**src/hdl/sbtc_pkg.sv**
```systemverilog
// constants, types and register map of the 16-bit timer with input capture
// ****************************************************************
// Functional notes
// RULE1 - software may write the shared high byte once for several registers, uninterrupted
// RULE2 - counter clock source comes from the three-bit clock select field
// RULE3 - counter is 16-bit up/down, steps by exactly one, direction chooses way
// RULE4 - clear forces zero; bottom indication whenever the count is zero
// RULE5 - count low-byte read returns low byte and loads high byte holder
// RULE6 - count low-byte write loads all 16 bits, high from holder
// RULE7 - count high-byte accesses act on the shared holder, not live count
// RULE8 - on each timer clock enable the counter clears, increments or decrements
// RULE9 - clock select zero stops the timer clock; count holds
// RULE10 - count stays readable and writable with or without a timer clock
// RULE11 - processor write to the count beats a same-cycle clear or count
// RULE12 - count sequence follows four-bit waveform mode split over two controls
// RULE13 - overflow flag set at mode-dependent points and may request an interrupt
// RULE14 - pin or comparator change captures only on the selected edge polarity
// RULE15 - a capture copies the full 16-bit count into the capture register
// RULE16 - capture flag sets in the same cycle the capture register loads
// RULE17 - with enable set the capture flag requests an interrupt; service clears it
// RULE18 - writing one to the capture flag bit clears it
// RULE19 - capture low read first loads the holder; high read returns holder
// RULE20 - capture register is writable only in capture-as-top waveform modes
// RULE21 - software selects a capture-as-top mode before writing the top value
// RULE22 - software writes capture high byte before low byte
// RULE23 - comparator capture select switches trigger source to comparator output
// RULE24 - noise filter needs four agreeing samples, adding four cycles delay
// RULE25 - one high-byte holder is shared by count and capture registers
// RULE26 - capture writes in other waveform modes are ignored
// ****************************************************************
package sbtc_pkg;

  // register offsets on the 8-bit data bus
  localparam int ADDR_W = 3;
  localparam logic [2:0] OFF_CONTROL_FIRST = 3'h0;
  localparam logic [2:0] OFF_CONTROL_SECOND = 3'h1;
  localparam logic [2:0] OFF_COUNT_LOW = 3'h2;
  localparam logic [2:0] OFF_COUNT_HIGH = 3'h3;
  localparam logic [2:0] OFF_CAPTURE_LOW = 3'h4;
  localparam logic [2:0] OFF_CAPTURE_HIGH = 3'h5;
  localparam logic [2:0] OFF_FLAGS = 3'h6;
  localparam logic [2:0] OFF_COMPARATOR_CONTROL = 3'h7;

  // field positions
  localparam int BIT_NOISE_FILTER = 7;
  localparam int BIT_EDGE_RISING = 6;
  localparam int BIT_WGM_HI = 3;
  localparam int BIT_CAPTURE_FLAG = 5;
  localparam int BIT_OVERFLOW_FLAG = 2;
  localparam int BIT_CAPTURE_IRQ_EN = 7;
  localparam int BIT_OVERFLOW_IRQ_EN = 6;
  localparam int BIT_COMP_CAPTURE_SEL = 2;

  // reset values
  localparam logic [7:0] RESET_BYTE = 8'h00;
  localparam logic [15:0] RESET_WORD = 16'h0000;

  // counter limits
  localparam logic [15:0] COUNT_MAX = 16'hFFFF;
  localparam logic [15:0] TOP_8BIT = 16'h00FF;
  localparam logic [15:0] TOP_9BIT = 16'h01FF;
  localparam logic [15:0] TOP_10BIT = 16'h03FF;
  localparam logic [15:0] COUNT_ONE = 16'h0001;

  // noise filter sample count
  localparam int FILTER_SAMPLES = 4;

  // counting sequence kinds
  typedef enum logic [1:0] {SBTC_NORMAL, SBTC_CLEAR_AT_TOP, SBTC_SINGLE_SLOPE,
    SBTC_DUAL_SLOPE} sbtc_kind_t;

  // processor access on the internal data bus
  typedef struct packed {
    logic rd;
    logic wr;
    logic [2:0] addr;
    logic [7:0] wdata;
  } sbtc_bus_req_t;

endpackage

```
**src/hdl/sbtc_timer.sv**
```systemverilog
// counter unit and input capture unit of the 16-bit timer
`timescale 1ns/100ps
module sbtc_timer
  #(
  parameter int PRESCALE_TAPS = 4
  )
  (
  // clock and reset
  input wire logic clk_sys_i,
  input wire logic nrst_i,
  // processor data bus
  input wire sbtc_pkg::sbtc_bus_req_t bus_i,
  output logic [7:0] rdata_o,
  // clock sources
  input wire logic [PRESCALE_TAPS-1:0] prescale_tick_i,
  input wire logic ext_clock_pin_i,
  // capture sources and compare top
  input wire logic capture_input_pin_i,
  input wire logic comparator_output_i,
  input wire logic [15:0] compare_top_i,
  // interrupt requests and service
  output logic capture_irq_o,
  output logic overflow_irq_o,
  input wire logic capture_irq_ack_i,
  input wire logic overflow_irq_ack_i,
  // counter status
  output logic [15:0] count_value_o,
  output logic count_top_o,
  output logic count_bottom_o,
  output logic timer_clock_enable_o
  );
  import sbtc_pkg::*;

  // ****************************************************************
  // registers
  // ****************************************************************
  logic [7:0] timer_control_first;
  logic [7:0] timer_control_second;
  logic [7:0] comparator_control_status;
  logic [7:0] irq_mask;
  logic [7:0] holder;
  logic [15:0] count_value;
  logic [15:0] capture_value;
  logic capture_flag;
  logic overflow_flag;
  logic dir_up;
  logic ext_sample;
  logic ext_prev;
  logic src_sample;
  logic [FILTER_SAMPLES-2:0] filter_shift;
  logic filtered;
  logic edge_prev;

  // decoded controls
  logic [2:0] clock_select_field;
  logic [3:0] waveform_mode_field;
  logic capture_top_mode;
  logic [15:0] top_value;
  sbtc_kind_t kind;
  logic timer_clock_enable;
  logic wr_count_low;
  logic wr_capture_low;
  logic wr_high;
  logic rd_count_low;
  logic rd_capture_low;
  logic wr_flags;
  logic edge_in;
  logic capture_trigger;
  logic at_top;
  logic at_bottom;
  logic [15:0] next_count;
  logic next_dir_up;
  logic overflow_event;

  assign clock_select_field = timer_control_second[2:0];
  // waveform mode split over both controls [RULE12]
  assign waveform_mode_field = {timer_control_second[BIT_WGM_HI+1:BIT_WGM_HI],
    timer_control_first[1:0]};

  // ****************************************************************
  // bus decode
  // ****************************************************************
  // write and read strokes per location
  assign wr_count_low = bus_i.wr && (bus_i.addr == OFF_COUNT_LOW);
  assign wr_capture_low = bus_i.wr && (bus_i.addr == OFF_CAPTURE_LOW);
  assign wr_high = bus_i.wr && ((bus_i.addr == OFF_COUNT_HIGH) ||
    (bus_i.addr == OFF_CAPTURE_HIGH));
  assign rd_count_low = bus_i.rd && (bus_i.addr == OFF_COUNT_LOW);
  assign rd_capture_low = bus_i.rd && (bus_i.addr == OFF_CAPTURE_LOW);
  assign wr_flags = bus_i.wr && (bus_i.addr == OFF_FLAGS);

  // ****************************************************************
  // waveform mode tables
  // ****************************************************************
  // sequence kind and top per waveform mode
  always_comb
  begin
    kind = SBTC_NORMAL;
    top_value = COUNT_MAX;
    capture_top_mode = 1'b0;
    case (waveform_mode_field)
      4'h0: kind = SBTC_NORMAL;
      4'h1:
      begin
        kind = SBTC_DUAL_SLOPE;
        top_value = TOP_8BIT;
      end
      4'h2:
      begin
        kind = SBTC_DUAL_SLOPE;
        top_value = TOP_9BIT;
      end
      4'h3:
      begin
        kind = SBTC_DUAL_SLOPE;
        top_value = TOP_10BIT;
      end
      4'h4:
      begin
        kind = SBTC_CLEAR_AT_TOP;
        top_value = compare_top_i;
      end
      4'h5:
      begin
        kind = SBTC_SINGLE_SLOPE;
        top_value = TOP_8BIT;
      end
      4'h6:
      begin
        kind = SBTC_SINGLE_SLOPE;
        top_value = TOP_9BIT;
      end
      4'h7:
      begin
        kind = SBTC_SINGLE_SLOPE;
        top_value = TOP_10BIT;
      end
      4'h8, 4'hA:
      begin
        kind = SBTC_DUAL_SLOPE;
        top_value = capture_value;
        capture_top_mode = 1'b1;
      end
      4'h9, 4'hB:
      begin
        kind = SBTC_DUAL_SLOPE;
        top_value = compare_top_i;
      end
      4'hC:
      begin
        kind = SBTC_CLEAR_AT_TOP;
        top_value = capture_value;
        capture_top_mode = 1'b1;
      end
      4'hE:
      begin
        kind = SBTC_SINGLE_SLOPE;
        top_value = capture_value;
        capture_top_mode = 1'b1;
      end
      4'hF:
      begin
        kind = SBTC_SINGLE_SLOPE;
        top_value = compare_top_i;
      end
      default: kind = SBTC_NORMAL;
    endcase
  end

  // ****************************************************************
  // clock select
  // ****************************************************************
  // external pin edge sampling
  always_ff @(posedge clk_sys_i or negedge nrst_i)
  begin
    if (!nrst_i)
    begin
      ext_sample <= 1'b0;
      ext_prev <= 1'b0;
    end
    else
    begin
      ext_sample <= ext_clock_pin_i;
      ext_prev <= ext_sample;
    end
  end

  // timer clock enable from selected source [RULE2]
  always_comb
  begin
    case (clock_select_field)
      3'h0: timer_clock_enable = 1'b0; // stopped [RULE9]
      3'h1: timer_clock_enable = 1'b1;
      3'h2: timer_clock_enable = prescale_tick_i[0];
      3'h3: timer_clock_enable = prescale_tick_i[1];
      3'h4: timer_clock_enable = prescale_tick_i[2];
      3'h5: timer_clock_enable = prescale_tick_i[PRESCALE_TAPS-1];
      3'h6: timer_clock_enable = ext_prev && !ext_sample;
      3'h7: timer_clock_enable = !ext_prev && ext_sample;
      default: timer_clock_enable = 1'b0;
    endcase
  end

  // ****************************************************************
  // counter unit
  // ****************************************************************
  assign at_top = (count_value == top_value);
  assign at_bottom = (count_value == RESET_WORD); // [RULE4]

  // step, clear or turn per sequence kind [RULE3] [RULE8]
  always_comb
  begin
    next_count = count_value;
    next_dir_up = dir_up;
    overflow_event = 1'b0;
    if (timer_clock_enable)
    begin
      case (kind)
        SBTC_NORMAL:
        begin
          next_count = count_value + COUNT_ONE;
          overflow_event = (count_value == COUNT_MAX);
        end
        SBTC_CLEAR_AT_TOP:
        begin
          next_count = at_top ? RESET_WORD : count_value + COUNT_ONE; // [RULE4]
          overflow_event = (count_value == COUNT_MAX);
        end
        SBTC_SINGLE_SLOPE:
        begin
          next_count = at_top ? RESET_WORD : count_value + COUNT_ONE;
          overflow_event = at_top;
        end
        SBTC_DUAL_SLOPE:
        begin
          if (dir_up && (count_value >= top_value))
          begin
            next_dir_up = 1'b0;
            next_count = count_value - COUNT_ONE;
          end
          else if (!dir_up && at_bottom)
          begin
            next_dir_up = 1'b1;
            next_count = count_value + COUNT_ONE;
          end
          else
            next_count = dir_up ? count_value + COUNT_ONE : count_value - COUNT_ONE;
          overflow_event = at_bottom;
        end
        default: next_count = count_value;
      endcase
    end
  end

  // count register; processor write wins over counting [RULE6] [RULE10] [RULE11]
  always_ff @(posedge clk_sys_i or negedge nrst_i)
  begin
    if (!nrst_i)
    begin
      count_value <= RESET_WORD;
      dir_up <= 1'b1;
    end
    else if (wr_count_low)
      count_value <= {holder, bus_i.wdata}; // [RULE6]
    else
    begin
      count_value <= next_count; // [RULE9]
      dir_up <= (kind == SBTC_DUAL_SLOPE) ? next_dir_up : 1'b1;
    end
  end

  // ****************************************************************
  // input capture unit
  // ****************************************************************
  // source select, sample and noise filter [RULE23] [RULE24]
  always_ff @(posedge clk_sys_i or negedge nrst_i)
  begin
    if (!nrst_i)
    begin
      src_sample <= 1'b0;
      filter_shift <= '0;
      filtered <= 1'b0;
      edge_prev <= 1'b0;
    end
    else
    begin
      src_sample <= comparator_control_status[BIT_COMP_CAPTURE_SEL] ?
        comparator_output_i : capture_input_pin_i; // [RULE23]
      filter_shift <= {filter_shift[FILTER_SAMPLES-3:0], src_sample};
      // newest sample is the fourth vote, so the added delay stays at four
      if (&{filter_shift, src_sample})
        filtered <= 1'b1; // [RULE24]
      else if (~|{filter_shift, src_sample})
        filtered <= 1'b0; // [RULE24]
      edge_prev <= edge_in;
    end
  end

  assign edge_in = timer_control_second[BIT_NOISE_FILTER] ? filtered : src_sample;
  // selected edge only, disabled in capture-as-top modes [RULE14]
  assign capture_trigger = !capture_top_mode && (edge_in != edge_prev) &&
    (edge_in == timer_control_second[BIT_EDGE_RISING]);

  // capture register: copy count or guarded write [RULE15] [RULE20] [RULE26]
  always_ff @(posedge clk_sys_i or negedge nrst_i)
  begin
    if (!nrst_i)
      capture_value <= RESET_WORD;
    else if (capture_trigger)
      capture_value <= count_value; // [RULE15]
    else if (wr_capture_low && capture_top_mode)
      capture_value <= {holder, bus_i.wdata}; // [RULE20] [RULE22]
  end

  // ****************************************************************
  // flags, set wins over clear
  // ****************************************************************
  always_ff @(posedge clk_sys_i or negedge nrst_i)
  begin
    if (!nrst_i)
      capture_flag <= 1'b0;
    else if (capture_trigger)
      capture_flag <= 1'b1; // [RULE16]
    else if (capture_irq_ack_i || (wr_flags && bus_i.wdata[BIT_CAPTURE_FLAG]))
      capture_flag <= 1'b0; // [RULE17] [RULE18]
  end

  always_ff @(posedge clk_sys_i or negedge nrst_i)
  begin
    if (!nrst_i)
      overflow_flag <= 1'b0;
    else if (overflow_event && !wr_count_low)
      overflow_flag <= 1'b1; // [RULE13]
    else if (overflow_irq_ack_i || (wr_flags && bus_i.wdata[BIT_OVERFLOW_FLAG]))
      overflow_flag <= 1'b0;
  end

  // ****************************************************************
  // control registers and shared holder
  // ****************************************************************
  always_ff @(posedge clk_sys_i or negedge nrst_i)
  begin
    if (!nrst_i)
    begin
      timer_control_first <= RESET_BYTE;
      timer_control_second <= RESET_BYTE;
      comparator_control_status <= RESET_BYTE;
      irq_mask <= RESET_BYTE;
    end
    else if (bus_i.wr)
    begin
      case (bus_i.addr)
        OFF_CONTROL_FIRST: timer_control_first <= bus_i.wdata;
        OFF_CONTROL_SECOND: timer_control_second <= bus_i.wdata;
        OFF_COMPARATOR_CONTROL: comparator_control_status <= bus_i.wdata;
        OFF_FLAGS: irq_mask <= {bus_i.wdata[7:6], 6'h00};
        default: irq_mask <= irq_mask;
      endcase
    end
  end

  // one holder for count and capture high bytes [RULE25] [RULE1]
  always_ff @(posedge clk_sys_i or negedge nrst_i)
  begin
    if (!nrst_i)
      holder <= RESET_BYTE;
    else if (wr_high)
      holder <= bus_i.wdata; // [RULE7]
    else if (rd_count_low)
      holder <= count_value[15:8]; // [RULE5]
    else if (rd_capture_low)
      holder <= capture_value[15:8]; // [RULE19]
  end

  // registered read data
  always_ff @(posedge clk_sys_i or negedge nrst_i)
  begin
    if (!nrst_i)
      rdata_o <= RESET_BYTE;
    else if (bus_i.rd)
    begin
      case (bus_i.addr)
        OFF_CONTROL_FIRST: rdata_o <= timer_control_first;
        OFF_CONTROL_SECOND: rdata_o <= timer_control_second;
        OFF_COUNT_LOW: rdata_o <= count_value[7:0]; // [RULE5]
        OFF_COUNT_HIGH: rdata_o <= holder; // [RULE7]
        OFF_CAPTURE_LOW: rdata_o <= capture_value[7:0];
        OFF_CAPTURE_HIGH: rdata_o <= holder; // [RULE19]
        OFF_FLAGS: rdata_o <= irq_mask | {2'b00, capture_flag, 2'b00, overflow_flag, 2'b00};
        OFF_COMPARATOR_CONTROL: rdata_o <= comparator_control_status;
        default: rdata_o <= RESET_BYTE;
      endcase
    end
  end

  // ****************************************************************
  // outputs
  // ****************************************************************
  assign capture_irq_o = capture_flag && irq_mask[BIT_CAPTURE_IRQ_EN]; // [RULE17]
  assign overflow_irq_o = overflow_flag && irq_mask[BIT_OVERFLOW_IRQ_EN]; // [RULE13]
  assign count_value_o = count_value;
  assign count_top_o = at_top;
  assign count_bottom_o = at_bottom; // [RULE4]
  assign timer_clock_enable_o = timer_clock_enable;

endmodule

```
**config.mk**
```make
export PLATFORM = sky130hd
export DESIGN_NAME = sbtc_timer
export DESIGN_NICKNAME = d
export VERILOG_FILES = /design/src/hdl/sbtc_pkg.sv /design/src/hdl/sbtc_timer.sv
export SDC_FILE = /design/constraint.sdc
export NUM_CORES = 1
export LEC_CHECK = 0
export BUFFER_PORTS_ARGS = -buffer_cell sky130_fd_sc_hd__buf_4
export CORE_MARGIN = 5
export CORE_UTILIZATION = 45
export CTS_CLUSTER_DIAMETER = 60
export DETAILED_ROUTE_END_ITERATION = 8
export PLACE_DENSITY = 0.75
export SLEW_MARGIN = 25
export SYNTH_ARGS = -nofsm -noshare
export SYNTH_HDL_FRONTEND = slang
export SYNTH_SLANG_ARGS = --single-unit
```
**constraint.sdc**
```tcl
create_clock -name clk_sys_i -period 4.2 [get_ports clk_sys_i]
set_clock_uncertainty 0.05 [all_clocks]
set_input_delay 0.63 -clock clk_sys_i [delete_from_list [all_inputs] [get_ports clk_sys_i]]
set_output_delay 0.63 -clock clk_sys_i [all_outputs]
set_load 0.01 [all_outputs]
```
==> impl_metrics.toml <==
[status]
status = "finished clean"

[floorplan]
num_io_pins = 69
initial_core_util_pct = 45.7
die_w_um = 126
die_area_um2 = 15800
num_rows = 42
core_region_area_um2 = 13100
die_h_um = 126

[critical_path]
arrival_ns = 4.10
path_cells = "inv_1, or3_1, o21ai_0, a22o_1, ha_1, nand4_2, or3_1, o32ai_2, o31ai_4, buf_4, a21o_1, a221oi_1, nor3_1"
crit_required_ns = 4.37
worstSetupEndpointType = "flip-flop"
slowest_delay_ns = 0.73
reg2reg_depth = 13
critPathMaxFanout = 19
critPathSlowestCell = "dfrtp_1"
cp.depth = 13
startpoint_type = "flip-flop"
crit_type = "flip-flop to flip-flop"
path_delay_family = "compound AO/OA/AOI/OAI gates"
timing.critical_path.mode_cell = "or3_1"
cp.buffers_inverters = 2

[grt]
grt_usage_pct = 25.5
gr-total-overflow = 0
grt_max_degree = 86
grt_pass1_wl_mm = 31.9
first_global_vias = 5640
antenna_found_initial = 0

[final_layout]
nets = 782
ff_latch_area_um2 = 2130
syn_to_final_growth_pct = 16.0
design_area_um2 = 6970
final_cell_mix = "buf_4 (86), dfrtp_1 (84), a21oi_1 (60)"
postLayoutCoreUtil_pct = 53.0
mostFrequentLayoutCell = "buf_4"
nFillCells = 1218
multi_input_area_um2 = 3630
drive_gt1_share_pct = 23.1
antenna_cells = 0

[placement]
placed_area_um2 = 6700
dp_hpwl_mm = 14.7
place_congestion = 0.929
place_ws_ns = 0.274
port_buffers = 68

[route]
routed_wl_mm = 20.4
dr.pass1.iters = 6
dr.first_iter.drc_count = 789
vias_per_cell = 6.49
via_count = 5858
drc = 0
avgRoutedWirePerCell_um = 22.6
detail-route-antenna-nets = 0

[sta]
period_share_pct = 93.4
setup_ws_ns = 0.277
finalSetupViolCount = 0
fmax_ghz = 0.255
finalCriticalPeriod_ns = 3.92
hold_violations = 0
worst_pin_slew_ns = 0.968
rsz0062_at_grt = "false"
slew_headroom_pct = 35.2
final_max_slew_viol_count = 0
tns_ns = 0

[flow_run]
drv_cap = 0

[clock_network]
cts_repair_resize_count = 0
cts.sinks = 85
cts_made_buffers = 9
h-tree-depth = 3
clockRootBuffer = "clkbuf_16"
clk_pin_slew_worst_paths_ns = 0.06
hold_buffers = 0
cts_tree = "done"
post_cts_buffers = 0
clock_latency_ns = 0.35
cts_buffer_depth = 2

[synthesis]
synth.top_cell.area_share_pct = 35.0
dominantRegCellSynth = "dfrtp_1"
netlist_area_um2 = 6000
synthCells = 668
syn_area_per_cell_um2 = 8.99
async_flop_share_pct = 100
ys_seq_area_share_pct = 35.4
synth_area_leaders = "dfrtp_1 (35%), mux2_2 (7.5%), a21oi_1 (5.0%), o21ai_0 (4.6%), ha_1 (4.4%)"
synth_edf_count = 0
ys_types = 78
synth_top_area_cell = "dfrtp_1"
syn-num-nets = 729
ys_warn_count = 0
synth_seq_cells = 85

[pwr]
p_total_w = 0.00458
p_leak_nw = 3.01
ir_drop_v = 0.000297
powerDensity_nw_per_um2 = 657

[hold_path]
hold_path.class = "primary input to asynchronous set/reset pin"
==> routing by layer <==
metal / vias up / routed length, um / GRT usage [%]
met4: 0 / 721 / 9.76
li1: 2633 / - / -
met1: 2832 / 8500 / 34.9
met5: - / 0 / 0
met3: 59 / 1750 / 4.48
met2: 334 / 9440 / 40.3
==> cell families (layout without fill, tap and decap cells) <==
kind of cell | after synthesis | after routing | share of synthesized area [%]
adders and majority gates | 21 | 21 | 4.38
muxes | 54 | 54 | 10.3
buffers and inverters | 64 | 122 | 4.48
DFF | 85 | 85 | 35.4
AOI/OAI and AO/OA | 249 | 249 | 27.8
xor gates and xnor gates | 12 | 12 | 1.75
and+or+nand+nor | 183 | 183 | 15.9
==> power by group <==
group          total [W]  leakage [nW]  switching (W)  internal, W
registers        0.00149          1.03       0.000410      0.00108
logic            0.00235          1.86        0.00133      0.00102
clock network   0.000741         0.123       0.000341     0.000400
==> flip-flops by register name, summed over array words and instances, names as in the netlist <==
| name | count |
|---|---|
| irq_mask | 2 |
| timer_control_second | 8 |
| src_sample | 1 |
| filtered | 1 |
| edge_prev | 1 |
| count_value_o | 16 |
| comparator_control_status | 8 |
| capture_flag | 1 |
| ext_prev | 1 |
| capture_value | 16 |
| holder | 8 |
| filter_shift | 3 |
| timer_control_first | 8 |
| overflow_flag | 1 |
| rdata_o | 8 |
| dir_up | 1 |
| ext_sample | 1 |
==> per-stage QoR <==
step,cells,hold WS (ns)
6_report,902,0.257
2_1_floorplan,668,0.284
3_3_place_gp,886,0.327
4_1_cts,902,0.324
5_1_grt,902,0.323
3_5_place_dp,886,0.334
==> final timing paths <==
path	endpoint	slack, ns	startpoint
worst max-delay path	count_value_o[15]	0.28	timer_control_first[0]
worst min register to register	filter_shift[2]	0.35	filter_shift[1]
max in group asynchronous	rdata_o[0]	3.24	nrst_i
worst max register to register	count_value_o[15]	0.28	timer_control_first[0]
min in group clk_sys_i	ext_sample	0.34	ext_clock_pin_i
worst min-delay path	count_value_o[10]	0.26	nrst_i
==> Yosys cell counts (3+ instances only) <==
library cell	count
dfrtp_1	84
a21oi_1	60
o21ai_0	55
nand2_1	49
nor2_1	46
mux2_2	40
clkbuf_1	35
ha_1	21
a21o_1	20
inv_1	18
a22o_1	17
a22oi_1	15
nand3_1	14
o22ai_1	14
mux2i_1	12
nor3_1	11
o221ai_1	9
nand2b_1	8
nand4_1	8
a31oi_1	7
or3_1	7
xnor2_1	7
buf_2	5
nor4_1	5
o211ai_1	5
o21a_1	5
or2_2	5
xor2_1	5
a211oi_1	4
a221oi_1	4
and2_1	4
and3_1	4
buf_6	3
nor2b_1	3
nor4_2	3
o21ai_1	3
o311ai_0	3
==> area by class of cell <==
| class | instances | area share, % |
|---|---|---|
| Timing Repair Buffer | 87 | 9.43 |
| Multi-Input combinational cell | 519 | 52.1 |
| Inverter | 19 | 1.02 |
| Sequential cell | 85 | 30.5 |
| Tap cell | 176 | 3.16 |
| Clock inverter | 4 | 0.359 |
| Clock buffer | 12 | 3.39 |
No activity file was read; power rests on OpenSTA's default activity.
